## src/pkg/cfm_pkg.sv

```systemverilog
// Package of constants and types for the CAN bus failure manager
package cfm_pkg;
    // Avalon register word offsets (byte addresses)
    localparam logic [3:0] ADDR_CTRL = 4'h0;
    localparam logic [3:0] ADDR_STATUS = 4'h4;
    localparam logic [3:0] ADDR_IRQ_STAT = 4'h8;
    localparam logic [3:0] ADDR_IRQ_MASK = 4'hC;
    localparam int ADDR_W = 4;
    // Control field positions
    localparam int CTRL_STB_N = 0;
    localparam int CTRL_ENT = 1;
    localparam logic [1:0] CTRL_RESET = 2'h0;
    // Interrupt event bit positions
    localparam int EV_FAIL = 0;
    localparam int EV_TXTO = 1;
    localparam int EV_OVT = 2;
    localparam int EV_WAKE = 3;
    localparam int EV_MODE = 4;
    localparam int EV_W = 5;
    localparam logic [4:0] IRQ_MASK_RESET = 5'h00;
    // Timing at 10 MHz: startup in microseconds, filter, recovery and timeout in clock cycles
    localparam int CLK_MHZ = 10;
    localparam int STARTUP_US = 10;
    localparam int STARTUP_CYC = STARTUP_US * CLK_MHZ;
    localparam int FILTER_CYC = 40;
    localparam int RECOVER_CYC = 80;
    localparam int TXTO_CYC = 4000;
    localparam int CNT_W = 16;
    // Comparator vector: [0] H above batt, [1] H below gnd, [2] L above batt, [3] L below gnd
    localparam int CMP_W = 4;
    typedef enum logic [2:0] {
        CFM_OFF, CFM_STARTUP, CFM_NORMAL, CFM_VCC_STBY, CFM_VBAT_STBY, CFM_GOSLEEP, CFM_SLEEP
    } cfm_mode_t;
endpackage

```

## src/rtl/cfm_fail_filter.sv

```systemverilog
// Persistence filter: output follows input only after a held count
`timescale 1ns/1ps
`default_nettype none
module cfm_fail_filter #(
    parameter int SET_CYC = 40,
    parameter int CLR_CYC = 80,
    parameter int CNT_W = 16
) (
    input wire logic i_clk,
    input wire logic i_rst_n,
    input wire logic i_ce,
    input wire logic i_raw,
    output logic o_filt
);
    logic [CNT_W-1:0] cnt;
    always_ff @(posedge i_clk or negedge i_rst_n) begin
        if (!i_rst_n) begin
            cnt <= '0;
            o_filt <= 1'b0;
        end else if (i_ce) begin
            if (i_raw == o_filt) begin
                cnt <= '0;
            end else if (!o_filt && cnt >= CNT_W'(SET_CYC - 1)) begin
                o_filt <= 1'b1;
                cnt <= '0;
            end else if (o_filt && cnt >= CNT_W'(CLR_CYC - 1)) begin
                o_filt <= 1'b0;
                cnt <= '0;
            end else begin
                cnt <= cnt + 1'b1;
            end
        end
    end
endmodule // cfm_fail_filter
`default_nettype wire

```

## src/rtl/cfm_core.sv

```systemverilog
// Mode state machine, failure management and register slave of the CAN transceiver
`timescale 1ns/1ps
`default_nettype none
module cfm_core
    import cfm_pkg::*;
#(
    parameter int FILTER_CYCLES = cfm_pkg::FILTER_CYC,
    parameter int RECOVER_CYCLES = cfm_pkg::RECOVER_CYC,
    parameter int TXTO_CYCLES = cfm_pkg::TXTO_CYC,
    parameter int STARTUP_CYCLES = cfm_pkg::STARTUP_CYC,
    // Per comparator pattern: bit0 = single-wire case on H, bit1 = on L, bit2 = dominant-only case
    parameter logic [63:0] DECODE_TABLE = 64'h4441_1142_1210_1200
) (
    // Clock, reset, enable
    input wire logic I_MCLK,
    input wire logic I_RSTN,
    input wire logic I_CE,
    // Supplies and analog sensing
    input wire logic I_VCC_OK,
    input wire logic I_VBAT_OK,
    input wire logic I_OVERTEMP,
    input wire logic I_WAKE_PIN,
    input wire logic I_DIFF_DOM,
    input wire logic [cfm_pkg::CMP_W-1:0] I_LINE_CMP,
    input wire logic I_CANH_DOM,
    input wire logic I_CANL_DOM,
    // Controller side
    input wire logic I_TXD,
    output logic O_RXD,
    output logic O_BUS_ERROR_INDICATOR_N,
    // Bus side controls
    output logic O_CANH_DRV_EN,
    output logic O_CANL_DRV_EN,
    output logic O_CAN_TX_DOM,
    output logic O_HIGH_LINE_TERMINATION,
    output logic O_LOW_LINE_TERMINATION,
    output logic O_REGULATOR_INHIBIT_OUT,
    // Avalon-MM slave
    input wire logic [cfm_pkg::ADDR_W-1:0] I_AVS_ADDRESS,
    input wire logic I_AVS_READ,
    input wire logic I_AVS_WRITE,
    input wire logic [31:0] I_AVS_WRITEDATA,
    output logic [31:0] O_AVS_READDATA,
    output logic O_AVS_WAITREQUEST,
    output logic O_IRQ
);
    import cfm_pkg::*;

    cfm_mode_t mode;
    cfm_mode_t next_mode;
    logic [1:0] ctrl;
    logic standby_select_n;
    logic transfer_enable_in;
    logic [CNT_W-1:0] su_cnt;
    logic [CNT_W-1:0] tx_cnt;
    logic tx_timeout;
    logic [2:0] dec;
    logic [1:0] sw_raw;
    logic [1:0] sw_filt;
    logic dom_fail;
    logic fail_latched;
    logic txd_q;
    logic wake_q;
    logic wake_req;
    logic [EV_W-1:0] irq_stat;
    logic [EV_W-1:0] irq_mask;
    logic [EV_W-1:0] ev;
    logic ack;
    cfm_mode_t mode_q;

    assign standby_select_n = ctrl[CTRL_STB_N];
    assign transfer_enable_in = ctrl[CTRL_ENT];

    // Decode one table nibble per comparator pattern
    always_comb begin
        dec = DECODE_TABLE[{I_LINE_CMP, 2'b00} +: 3];
        sw_raw = dec[1:0];
        dom_fail = dec[2] && (I_DIFF_DOM || I_CANH_DOM || I_CANL_DOM);
    end

    genvar g;
    generate
        for (g = 0; g < 2; g++) begin : g_line
            cfm_fail_filter #(
                .SET_CYC(FILTER_CYCLES),
                .CLR_CYC(RECOVER_CYCLES),
                .CNT_W(CNT_W)
            ) u_filt (
                .i_clk(I_MCLK),
                .i_rst_n(I_RSTN),
                .i_ce(I_CE),
                .i_raw(sw_raw[g]),
                .o_filt(sw_filt[g])
            );
        end
    endgenerate

    // Mode transitions: entering normal needs every condition; power-up and wake need any one
    always_comb begin
        next_mode = mode;
        unique case (mode)
            CFM_OFF: begin
                if (I_VCC_OK || I_VBAT_OK) next_mode = CFM_STARTUP;
            end
            CFM_STARTUP: begin
                if (!I_VCC_OK && !I_VBAT_OK) next_mode = CFM_OFF;
                else if (su_cnt >= CNT_W'(STARTUP_CYCLES - 1)) begin
                    next_mode = (I_VCC_OK && I_VBAT_OK && standby_select_n && transfer_enable_in)
                        ? CFM_NORMAL : CFM_VBAT_STBY;
                end
            end
            CFM_SLEEP: begin
                if (!I_VBAT_OK) next_mode = CFM_OFF;
                else if (I_CANH_DOM || I_CANL_DOM || I_WAKE_PIN != wake_q) next_mode = CFM_VBAT_STBY;
            end
            default: begin
                if (!I_VCC_OK && !I_VBAT_OK) next_mode = CFM_OFF;
                else if (!I_VCC_OK || !I_VBAT_OK) next_mode = CFM_VBAT_STBY;
                else begin
                    unique case ({standby_select_n, transfer_enable_in})
                        2'b11: next_mode = CFM_NORMAL;
                        2'b10: next_mode = CFM_VCC_STBY;
                        2'b01: next_mode = CFM_GOSLEEP;
                        2'b00: next_mode = (mode == CFM_GOSLEEP) ? CFM_SLEEP : CFM_VBAT_STBY;
                    endcase
                end
            end
        endcase
    end

    always_ff @(posedge I_MCLK or negedge I_RSTN) begin
        if (!I_RSTN) begin
            mode <= CFM_OFF;
            mode_q <= CFM_OFF;
            su_cnt <= '0;
        end else if (I_CE) begin
            mode <= next_mode;
            mode_q <= mode;
            su_cnt <= (mode == CFM_STARTUP) ? su_cnt + 1'b1 : '0;
        end
    end

    // Stuck-dominant transmit watchdog; released when transmit goes recessive
    always_ff @(posedge I_MCLK or negedge I_RSTN) begin
        if (!I_RSTN) begin
            tx_cnt <= '0;
            tx_timeout <= 1'b0;
        end else if (I_CE) begin
            if (I_TXD) begin
                tx_cnt <= '0;
                tx_timeout <= 1'b0;
            end else if (tx_cnt >= CNT_W'(TXTO_CYCLES - 1)) begin
                tx_timeout <= 1'b1;
            end else begin
                tx_cnt <= tx_cnt + 1'b1;
            end
        end
    end

    // Dominant-only failures held until the next word's start bit
    always_ff @(posedge I_MCLK or negedge I_RSTN) begin
        if (!I_RSTN) begin
            txd_q <= 1'b1;
            fail_latched <= 1'b0;
        end else if (I_CE) begin
            txd_q <= I_TXD;
            if (dom_fail) fail_latched <= 1'b1;
            else if (txd_q && !I_TXD) fail_latched <= 1'b0;
        end
    end

    // Wake request held until normal mode selected
    always_ff @(posedge I_MCLK or negedge I_RSTN) begin
        if (!I_RSTN) begin
            wake_q <= 1'b0;
            wake_req <= 1'b0;
        end else if (I_CE) begin
            wake_q <= I_WAKE_PIN;
            if (mode == CFM_SLEEP && next_mode != CFM_SLEEP) wake_req <= 1'b1;
            else if (mode == CFM_NORMAL) wake_req <= 1'b0;
        end
    end

    // Pin outputs, all registered
    always_ff @(posedge I_MCLK or negedge I_RSTN) begin
        if (!I_RSTN) begin
            O_RXD <= 1'b1;
            O_BUS_ERROR_INDICATOR_N <= 1'b1;
            O_CANH_DRV_EN <= 1'b0;
            O_CANL_DRV_EN <= 1'b0;
            O_CAN_TX_DOM <= 1'b0;
            O_HIGH_LINE_TERMINATION <= 1'b0;
            O_LOW_LINE_TERMINATION <= 1'b0;
            O_REGULATOR_INHIBIT_OUT <= 1'b0;
        end else if (I_CE) begin
            O_CAN_TX_DOM <= !I_TXD && !tx_timeout && !I_OVERTEMP;
            // Overtemp gates drivers only; receive path untouched
            O_CANH_DRV_EN <= mode == CFM_NORMAL && !sw_filt[0] && !tx_timeout && !I_OVERTEMP;
            O_CANL_DRV_EN <= mode == CFM_NORMAL && !sw_filt[1] && !tx_timeout && !I_OVERTEMP;
            O_HIGH_LINE_TERMINATION <= !sw_filt[0];
            O_LOW_LINE_TERMINATION <= !sw_filt[1];
            O_REGULATOR_INHIBIT_OUT <= !(mode == CFM_SLEEP || mode == CFM_GOSLEEP || mode == CFM_OFF);
            if (mode == CFM_NORMAL) begin
                O_RXD <= !I_DIFF_DOM && !(sw_filt[0] && I_CANL_DOM) && !(sw_filt[1] && I_CANH_DOM);
                O_BUS_ERROR_INDICATOR_N <= !(|sw_filt || fail_latched || tx_timeout);
            end else begin
                O_RXD <= !(wake_req && I_VCC_OK);
                O_BUS_ERROR_INDICATOR_N <= !(wake_req && I_VCC_OK && mode != CFM_VCC_STBY);
            end
        end
    end

    // Register slave: one wait state, waitrequest pulses low once per access
    assign ev = {mode != mode_q, wake_req, I_OVERTEMP, tx_timeout, |sw_filt || dom_fail};
    always_ff @(posedge I_MCLK or negedge I_RSTN) begin
        if (!I_RSTN) begin
            ack <= 1'b0;
            O_AVS_WAITREQUEST <= 1'b1;
            O_AVS_READDATA <= 32'h0000_0000;
            ctrl <= CTRL_RESET;
            irq_mask <= IRQ_MASK_RESET;
            irq_stat <= '0;
            O_IRQ <= 1'b0;
        end else if (I_CE) begin
            ack <= (I_AVS_READ || I_AVS_WRITE) && O_AVS_WAITREQUEST && !ack;
            O_AVS_WAITREQUEST <= !((I_AVS_READ || I_AVS_WRITE) && O_AVS_WAITREQUEST && !ack);
            if (I_AVS_WRITE && ack && I_AVS_ADDRESS == ADDR_CTRL) ctrl <= I_AVS_WRITEDATA[1:0];
            if (I_AVS_WRITE && ack && I_AVS_ADDRESS == ADDR_IRQ_MASK) irq_mask <= I_AVS_WRITEDATA[EV_W-1:0];
            // Set beats clear so a same-cycle event is never lost
            if (I_AVS_WRITE && ack && I_AVS_ADDRESS == ADDR_IRQ_STAT)
                irq_stat <= (irq_stat & ~I_AVS_WRITEDATA[EV_W-1:0]) | ev;
            else
                irq_stat <= irq_stat | ev;
            O_IRQ <= |(irq_stat & irq_mask);
            if (I_AVS_READ && !ack) begin
                unique case (I_AVS_ADDRESS)
                    ADDR_CTRL: O_AVS_READDATA <= {30'h0, ctrl};
                    ADDR_STATUS: O_AVS_READDATA <= {24'h0, fail_latched, tx_timeout, sw_filt, 1'b0, mode};
                    ADDR_IRQ_STAT: O_AVS_READDATA <= {27'h0, irq_stat};
                    ADDR_IRQ_MASK: O_AVS_READDATA <= {27'h0, irq_mask};
                    default: O_AVS_READDATA <= 32'h0000_0000;
                endcase
            end
        end
    end
endmodule // cfm_core
`default_nettype wire

```

## config.mk

```make
export PLATFORM = sky130hd
export DESIGN_NAME = cfm_core
export DESIGN_NICKNAME = d
export VERILOG_FILES = /design/src/pkg/cfm_pkg.sv /design/src/rtl/cfm_fail_filter.sv /design/src/rtl/cfm_core.sv
export SDC_FILE = /design/constraint.sdc
export NUM_CORES = 1
export LEC_CHECK = 0
export ABC_CLOCK_PERIOD_IN_PS = 2900
export BUFFER_PORTS_ARGS = -buffer_cell sky130_fd_sc_hd__clkbuf_2
export CORE_AREA = 2 2 102 104
export CTS_BUF_LIST = sky130_fd_sc_hd__clkbuf_4
export DETAILED_ROUTE_END_ITERATION = 8
export DIE_AREA = 0 0 104 106
export GPL_ROUTABILITY_DRIVEN = 0
export GPL_TIMING_DRIVEN = 1
export PLACE_DENSITY = 0.81
export REMOVE_ABC_BUFFERS = 1
export SYNTH_ARGS = -nofsm -noshare
export SYNTH_HDL_FRONTEND = slang
export SYNTH_SLANG_ARGS = --single-unit
```

## constraint.sdc

```tcl
create_clock -name I_MCLK -period 2.9 [get_ports I_MCLK]
set_clock_uncertainty 0.15 [all_clocks]
set_input_delay 0.725 -clock I_MCLK [delete_from_list [all_inputs] [get_ports I_MCLK]]
set_output_delay 0.725 -clock I_MCLK [all_outputs]
set_load 0.05 [all_outputs]
```

[Word-level counts from Yosys, hierarchy flattened]
Index checks and enable logic that the tools add are counted.
Cells by class
  magnitude comparators: 6
  muxes and demuxes: 34
  equal/unequal tests: 17
  bitwise logic cells: 7
  add/sub/neg operators: 4
  reduce and logical (&&, ||, !) cells: 79
  shift operators: 1
Operators with widths (count)
  2-to-1 mux 16 bit: 9
  adder 16 x 1 -> 16 bit (second input constant): 4
  indexed part select 64 x 7 -> 3 bit (first input constant): 1
  greater-or-equal comparator 16 x 7 -> 1 bit (second input constant): 3
  greater-or-equal comparator 16 x 6 -> 1 bit (second input constant): 2
  logical AND 1 bit: 32
  case mux 8 bit (4 select lines): 1
  2-to-1 mux 3 bit: 8
  greater-or-equal comparator 16 x 12 -> 1 bit (second input constant): 1
  logical NOT 1 bit: 16
  AND reduction 2 bit: 7
  logical OR 1 bit: 12
  2-to-1 mux 1 bit: 12
  case mux 3 bit (4 select lines): 1
  AND 5 bit: 2
  OR 5 bit: 2
  nonzero test 2 bit: 5
  case mux 3 bit (3 select lines): 1
  equality test 4 bit (second input constant): 2
  equality test 3 bit (second input constant): 2
  AND reduction 3 bit: 2
  2-to-1 mux 5 bit: 1
  inverter 5 bit: 1
  OR reduction 5 bit: 1
  other kinds (17): 20
Storage, ports and cells
  bits of input ports: 53
  logic and storage cells: 176
  register bits: 132
  output and inout port bits: 42

[Depth between registers and ports, before layout]
  word-level depth: 11
  mapped depth: 7
  mapped depth without buffers: 7

[Modules after synthesis]
From an unflattened synthesis, not the netlist that was laid out.
Second synthesis, totals
  cells, all modules: 550
  area, all modules: 5714.2 um2
Modules (own cells, without submodules)
  cfm_core: cells each 399, area an instance 4037.6 um2, seq. area each 1856.8 um2, times used 1
  cfm_fail_filter (g_line[0].u_filt): cells each 80, area an instance 862.1 um2, seq. area each 425.4 um2, times used 1
  cfm_fail_filter (g_line[1].u_filt): cells each 71, area an instance 814.5 um2, seq. area each 425.4 um2, times used 1

[Worst setup path after synthesis]
OpenSTA, ideal clock, no wires.
  path kind: flip-flop to flip-flop
  start: register g_line[1].u_filt.cnt[0]
  end: register g_line[1].u_filt.cnt[0]
  required time: 2686 ps
  stages on the path, launching flop included: 8
  data arrival time: 1926 ps
  clock period less this slack: 2141 ps
  setup slack: 759 ps
  library setup time: 64 ps
  path buffers: 1
  cells stage by stage: dfrtp_1 -> ha_1 -> a211o_1 -> a21oi_1 -> or3b_1 -> buf_6 -> a2111oi_4 -> a21o_1
On the way
  cells in the longest elaborated chain, start to end: 5
  elaborated cells between the ends (all ways): 8
  classes of those cells: add/sub: 1; order compare: 2; mux: 3; reduce/logical: 2
Ends and longest elaborated chain
  from (decl): RTL line cfm_fail_filter.sv:15  | logic [CNT_W-1:0] cnt;
  from (signal assigned): RTL line cfm_fail_filter.sv:30  | cnt <= cnt + 1'b1;
  greater-or-equal comparator 16 x 7 -> 1 bit: RTL line cfm_fail_filter.sv:26  | end else if (o_filt && cnt >= CNT_W'(CLR_CYC - 1)) begin
  logical AND 1 bit: RTL line cfm_fail_filter.sv:26
  2-to-1 mux 16 bit: RTL line cfm_fail_filter.sv:26
  2-to-1 mux 16 bit (*): RTL line cfm_fail_filter.sv:23  | end else if (!o_filt && cnt >= CNT_W'(SET_CYC - 1)) begin
  2-to-1 mux 16 bit (*): RTL line cfm_fail_filter.sv:21  | if (i_raw == o_filt) begin
Every way passes the cells marked *; elsewhere a longest branch is shown, timed or not.
A chain may end at the register's enable or synchronous reset.

[Worst setup path in the final report]
  start: register g_line[1].u_filt.cnt[0]
  end: register g_line[1].u_filt.cnt[4]
Same word-level chain as after synthesis.

==> run metrics <==
total number of vias approximately 4.3k; most common cell after layout, fill and taps aside dfrtp_1; sequential element share of the synthesized area 0.4825; Final Hold Viols 0; outcome finished, final reports clean; Simple-Gate Fraction of Synth Area 0.1984; # IOs 95; syn avg cell area 10.15 sq um; unrepaired setup endpoints after global routing no; Cell Count, Final, Fillers Out about 730; crit path from g_line[1].u_filt.cnt[0]; Synth Area in Adders 0.01561; Via density 5.835; PwrDens a little over 500 mW/mm^2; top sig layer met4; Worst Reg-to-Reg Cells 6; share of layout cells above drive strength 1 0.1661; fin area 0.006011 sq mm; Worst setup SP type register; first-pass GRT wire length between 15000 and 20000 um; setup tns final 0 ns; initial DRC count 370; post-synth top area share 0.4638; latest clock arrival within the worst-skew pair 0.45 ns; Post-Syn Instances around 550; RR Startpoint g_line[1].u_filt.cnt[0]; final setup fails 0; DRT Pass-1 Iters 5; Total Power about 3.1 mW; placed cell areas ~0.006 sq mm; origin of the worst min-delay path O_BUS_ERROR_INDICATOR_N; CTS H-tree depth 3; core area roughly 0.01 sq mm; met3 WL 480 um; pin slew with the least headroom to its limit between 0.6 and 0.7 ns; Die W ~100 um; setup slack, reg-to-reg between 0.5 and 0.6 ns; crit-path max FO 7; worst flop-to-flop path endpoint g_line[1].u_filt.cnt[4]; Die ar. approximately 0.011 sq mm; largest family of logic cells by synthesized area simple AND/OR/NAND/NOR gates; synth unique cells 68; Post-CTS Setup Bufs 0; fmax around 0.42 GHz; DR WL/cell 15.28 um; WL met1 just over 5000 um; EDFF count, synth 0; Worst Hold Class register to register; FP Rows 37; root buffer cell clkbuf_4; fin crit share 0.8128; total global-route track usage 0.2140; Setup WS post-layout ~0.54 ns; # nets final ~650; Crit. End Element register; clock period minus worst slack ~2.4 ns; vias in the first global route around 4.1k; hold path endpoint O_BUS_ERROR_INDICATOR_N; Worst-path clk slew 0.16 ns; Post-Place Cells between 700 and 800; Synth Register Bits ~110; met2 WL post-DR approximately 5500 um; Mapped Area 0.005612 sq mm; initial cell density of the core 0.5612; Synth async-reset ratio 1.000; DRC 0; Layout area overhead 7.113%; Port-buffer cells between 40 and 50; Final Max Tran Viols 0; DP Wirelength ~8000 um; commonest non-fill, non-tap cells in the layout dfrtp_1 (104), nand2_1 (42), clkbuf_2 (42), nor2_1 (36), o21ai_0 (27); initial antenna violation count 0; dominant synthesized flop cell dfrtp_1; WHS Path Cells 2; leading area contributor after synthesis dfrtp_1; post-synthesis mux area share 0.04861; Lkg Pwr between 2 and 3 nW; Critical Path AT 2.60 ns; post-cts resize count 0; ANT nets after route 0; Clock Sinks between 100 and 150; fin util 0.6011; Synth area leaders dfrtp_1 (46%), buf_4 (3.2%), mux2_2 (2.8%), nand2_1 (2.8%), nor2_1 (2.4%); worst setup path category register to register; pre-CTS setup slack between 0.4 and 0.5 ns; Max-Cap Viols 0; final hold slack roughly 0.34 ns; # diodes 0; Clock Tree Buf Depth 2; gr ovfl total 0; maximum VDD drop approximately 0.25 mV; Slew Limit Headroom 0.5446; count of warnings emitted by yosys 0; Vert. Die Dim 106 um; compound-cell area share of the yosys netlist 0.1612; XOR/XNOR share of the synthesized area 0.02965; Worst Path Required 3.15 ns; Routed WL 11180 um; largest net degree at the start of global routing 65; CTS Buf Count 9; CTS tree yes
==> cell type report <==
class,count,area (sq um)
clock buffers,11,82.58
clock inverters,5,36.28
fillers,853,3989
inverters,19,71.32
multi-input cells,400,2635
flip-flops and latches,108,2708
well taps,136,170.2
repair buffers,53,307.8
==> cells in the mapped netlist, types with 17 or more instances <==
cell and instances:
dfrtp_1 104, nand2_1 42, nor2_1 36, o21ai_0 27, buf_4 24, nor2b_1 21
clkbuf_1 19, inv_1 19, nand3_1 17, nor3_1 17
==> flip-flops by register name, indices dropped and copies added (netlist names), 2 cells and up <==
signal                flops
tx_cnt                   16
irq_stat                  5
irq_mask                  5
ctrl                      2
O_AVS_READDATA            8
mode_q                    3
g_line.u_filt.cnt        32
mode                      3
g_line.u_filt.o_filt      2
su_cnt                   16
==> routing by layer <==
layer,up-vias,GRT usage
li1,2038,-
met1,2106,0.2991
met2,119,0.3553
met3,8,0.02575
met4,0,0.06178
met5,-,0
==> worst max path at each step <==
stage,endpoint,slack [ns],depth (start not counted)
final,g_line[1].u_filt.cnt[4],0.54,6
after global placement,tx_cnt[10],0.50,6
after global routing,g_line[1].u_filt.cnt[3],0.38,6
after floorplan,g_line[1].u_filt.cnt[0],0.75,6
after detailed placement,g_line[1].u_filt.cnt[4],0.48,6
after CTS,g_line[1].u_filt.cnt[4],0.52,6
==> worst max-delay path: stages (launching register included) <==
cell	delay, ns
dfrtp_1	0.46
ha_1	0.26
a211o_1	0.29
a21oi_1	0.17
or3b_1	0.52
a221oi_1	0.34
a21o_1	0.12
==> report_power, final <==
group / internal [mW] / switching, mW
Clock: 0.198 / 0.487
Combinational: 0.224 / 0.422
Sequential: 1.64 / 0.138
Total: 2.06 / 1.05
==> repair_timing <==
item                                    CTS  global route
hold buffers                              1             0
hold endpoints to repair                 12             0
endpoints found under the setup margin    0             0
==> cells by family (layout without fill, tap and decap cells) <==
logic type / after synthesis / count (layout)
DFF: 108 / 108
muxes: 23 / 23
xor gates and xnor gates: 19 / 19
and+or+nand+nor: 205 / 205
other: 1 / 24
adders and majority gates: 7 / 7
AOI/OAI and AO/OA: 122 / 122
buffers and inverters: 68 / 88
Note: power is estimated with default switching activity, not from simulation.
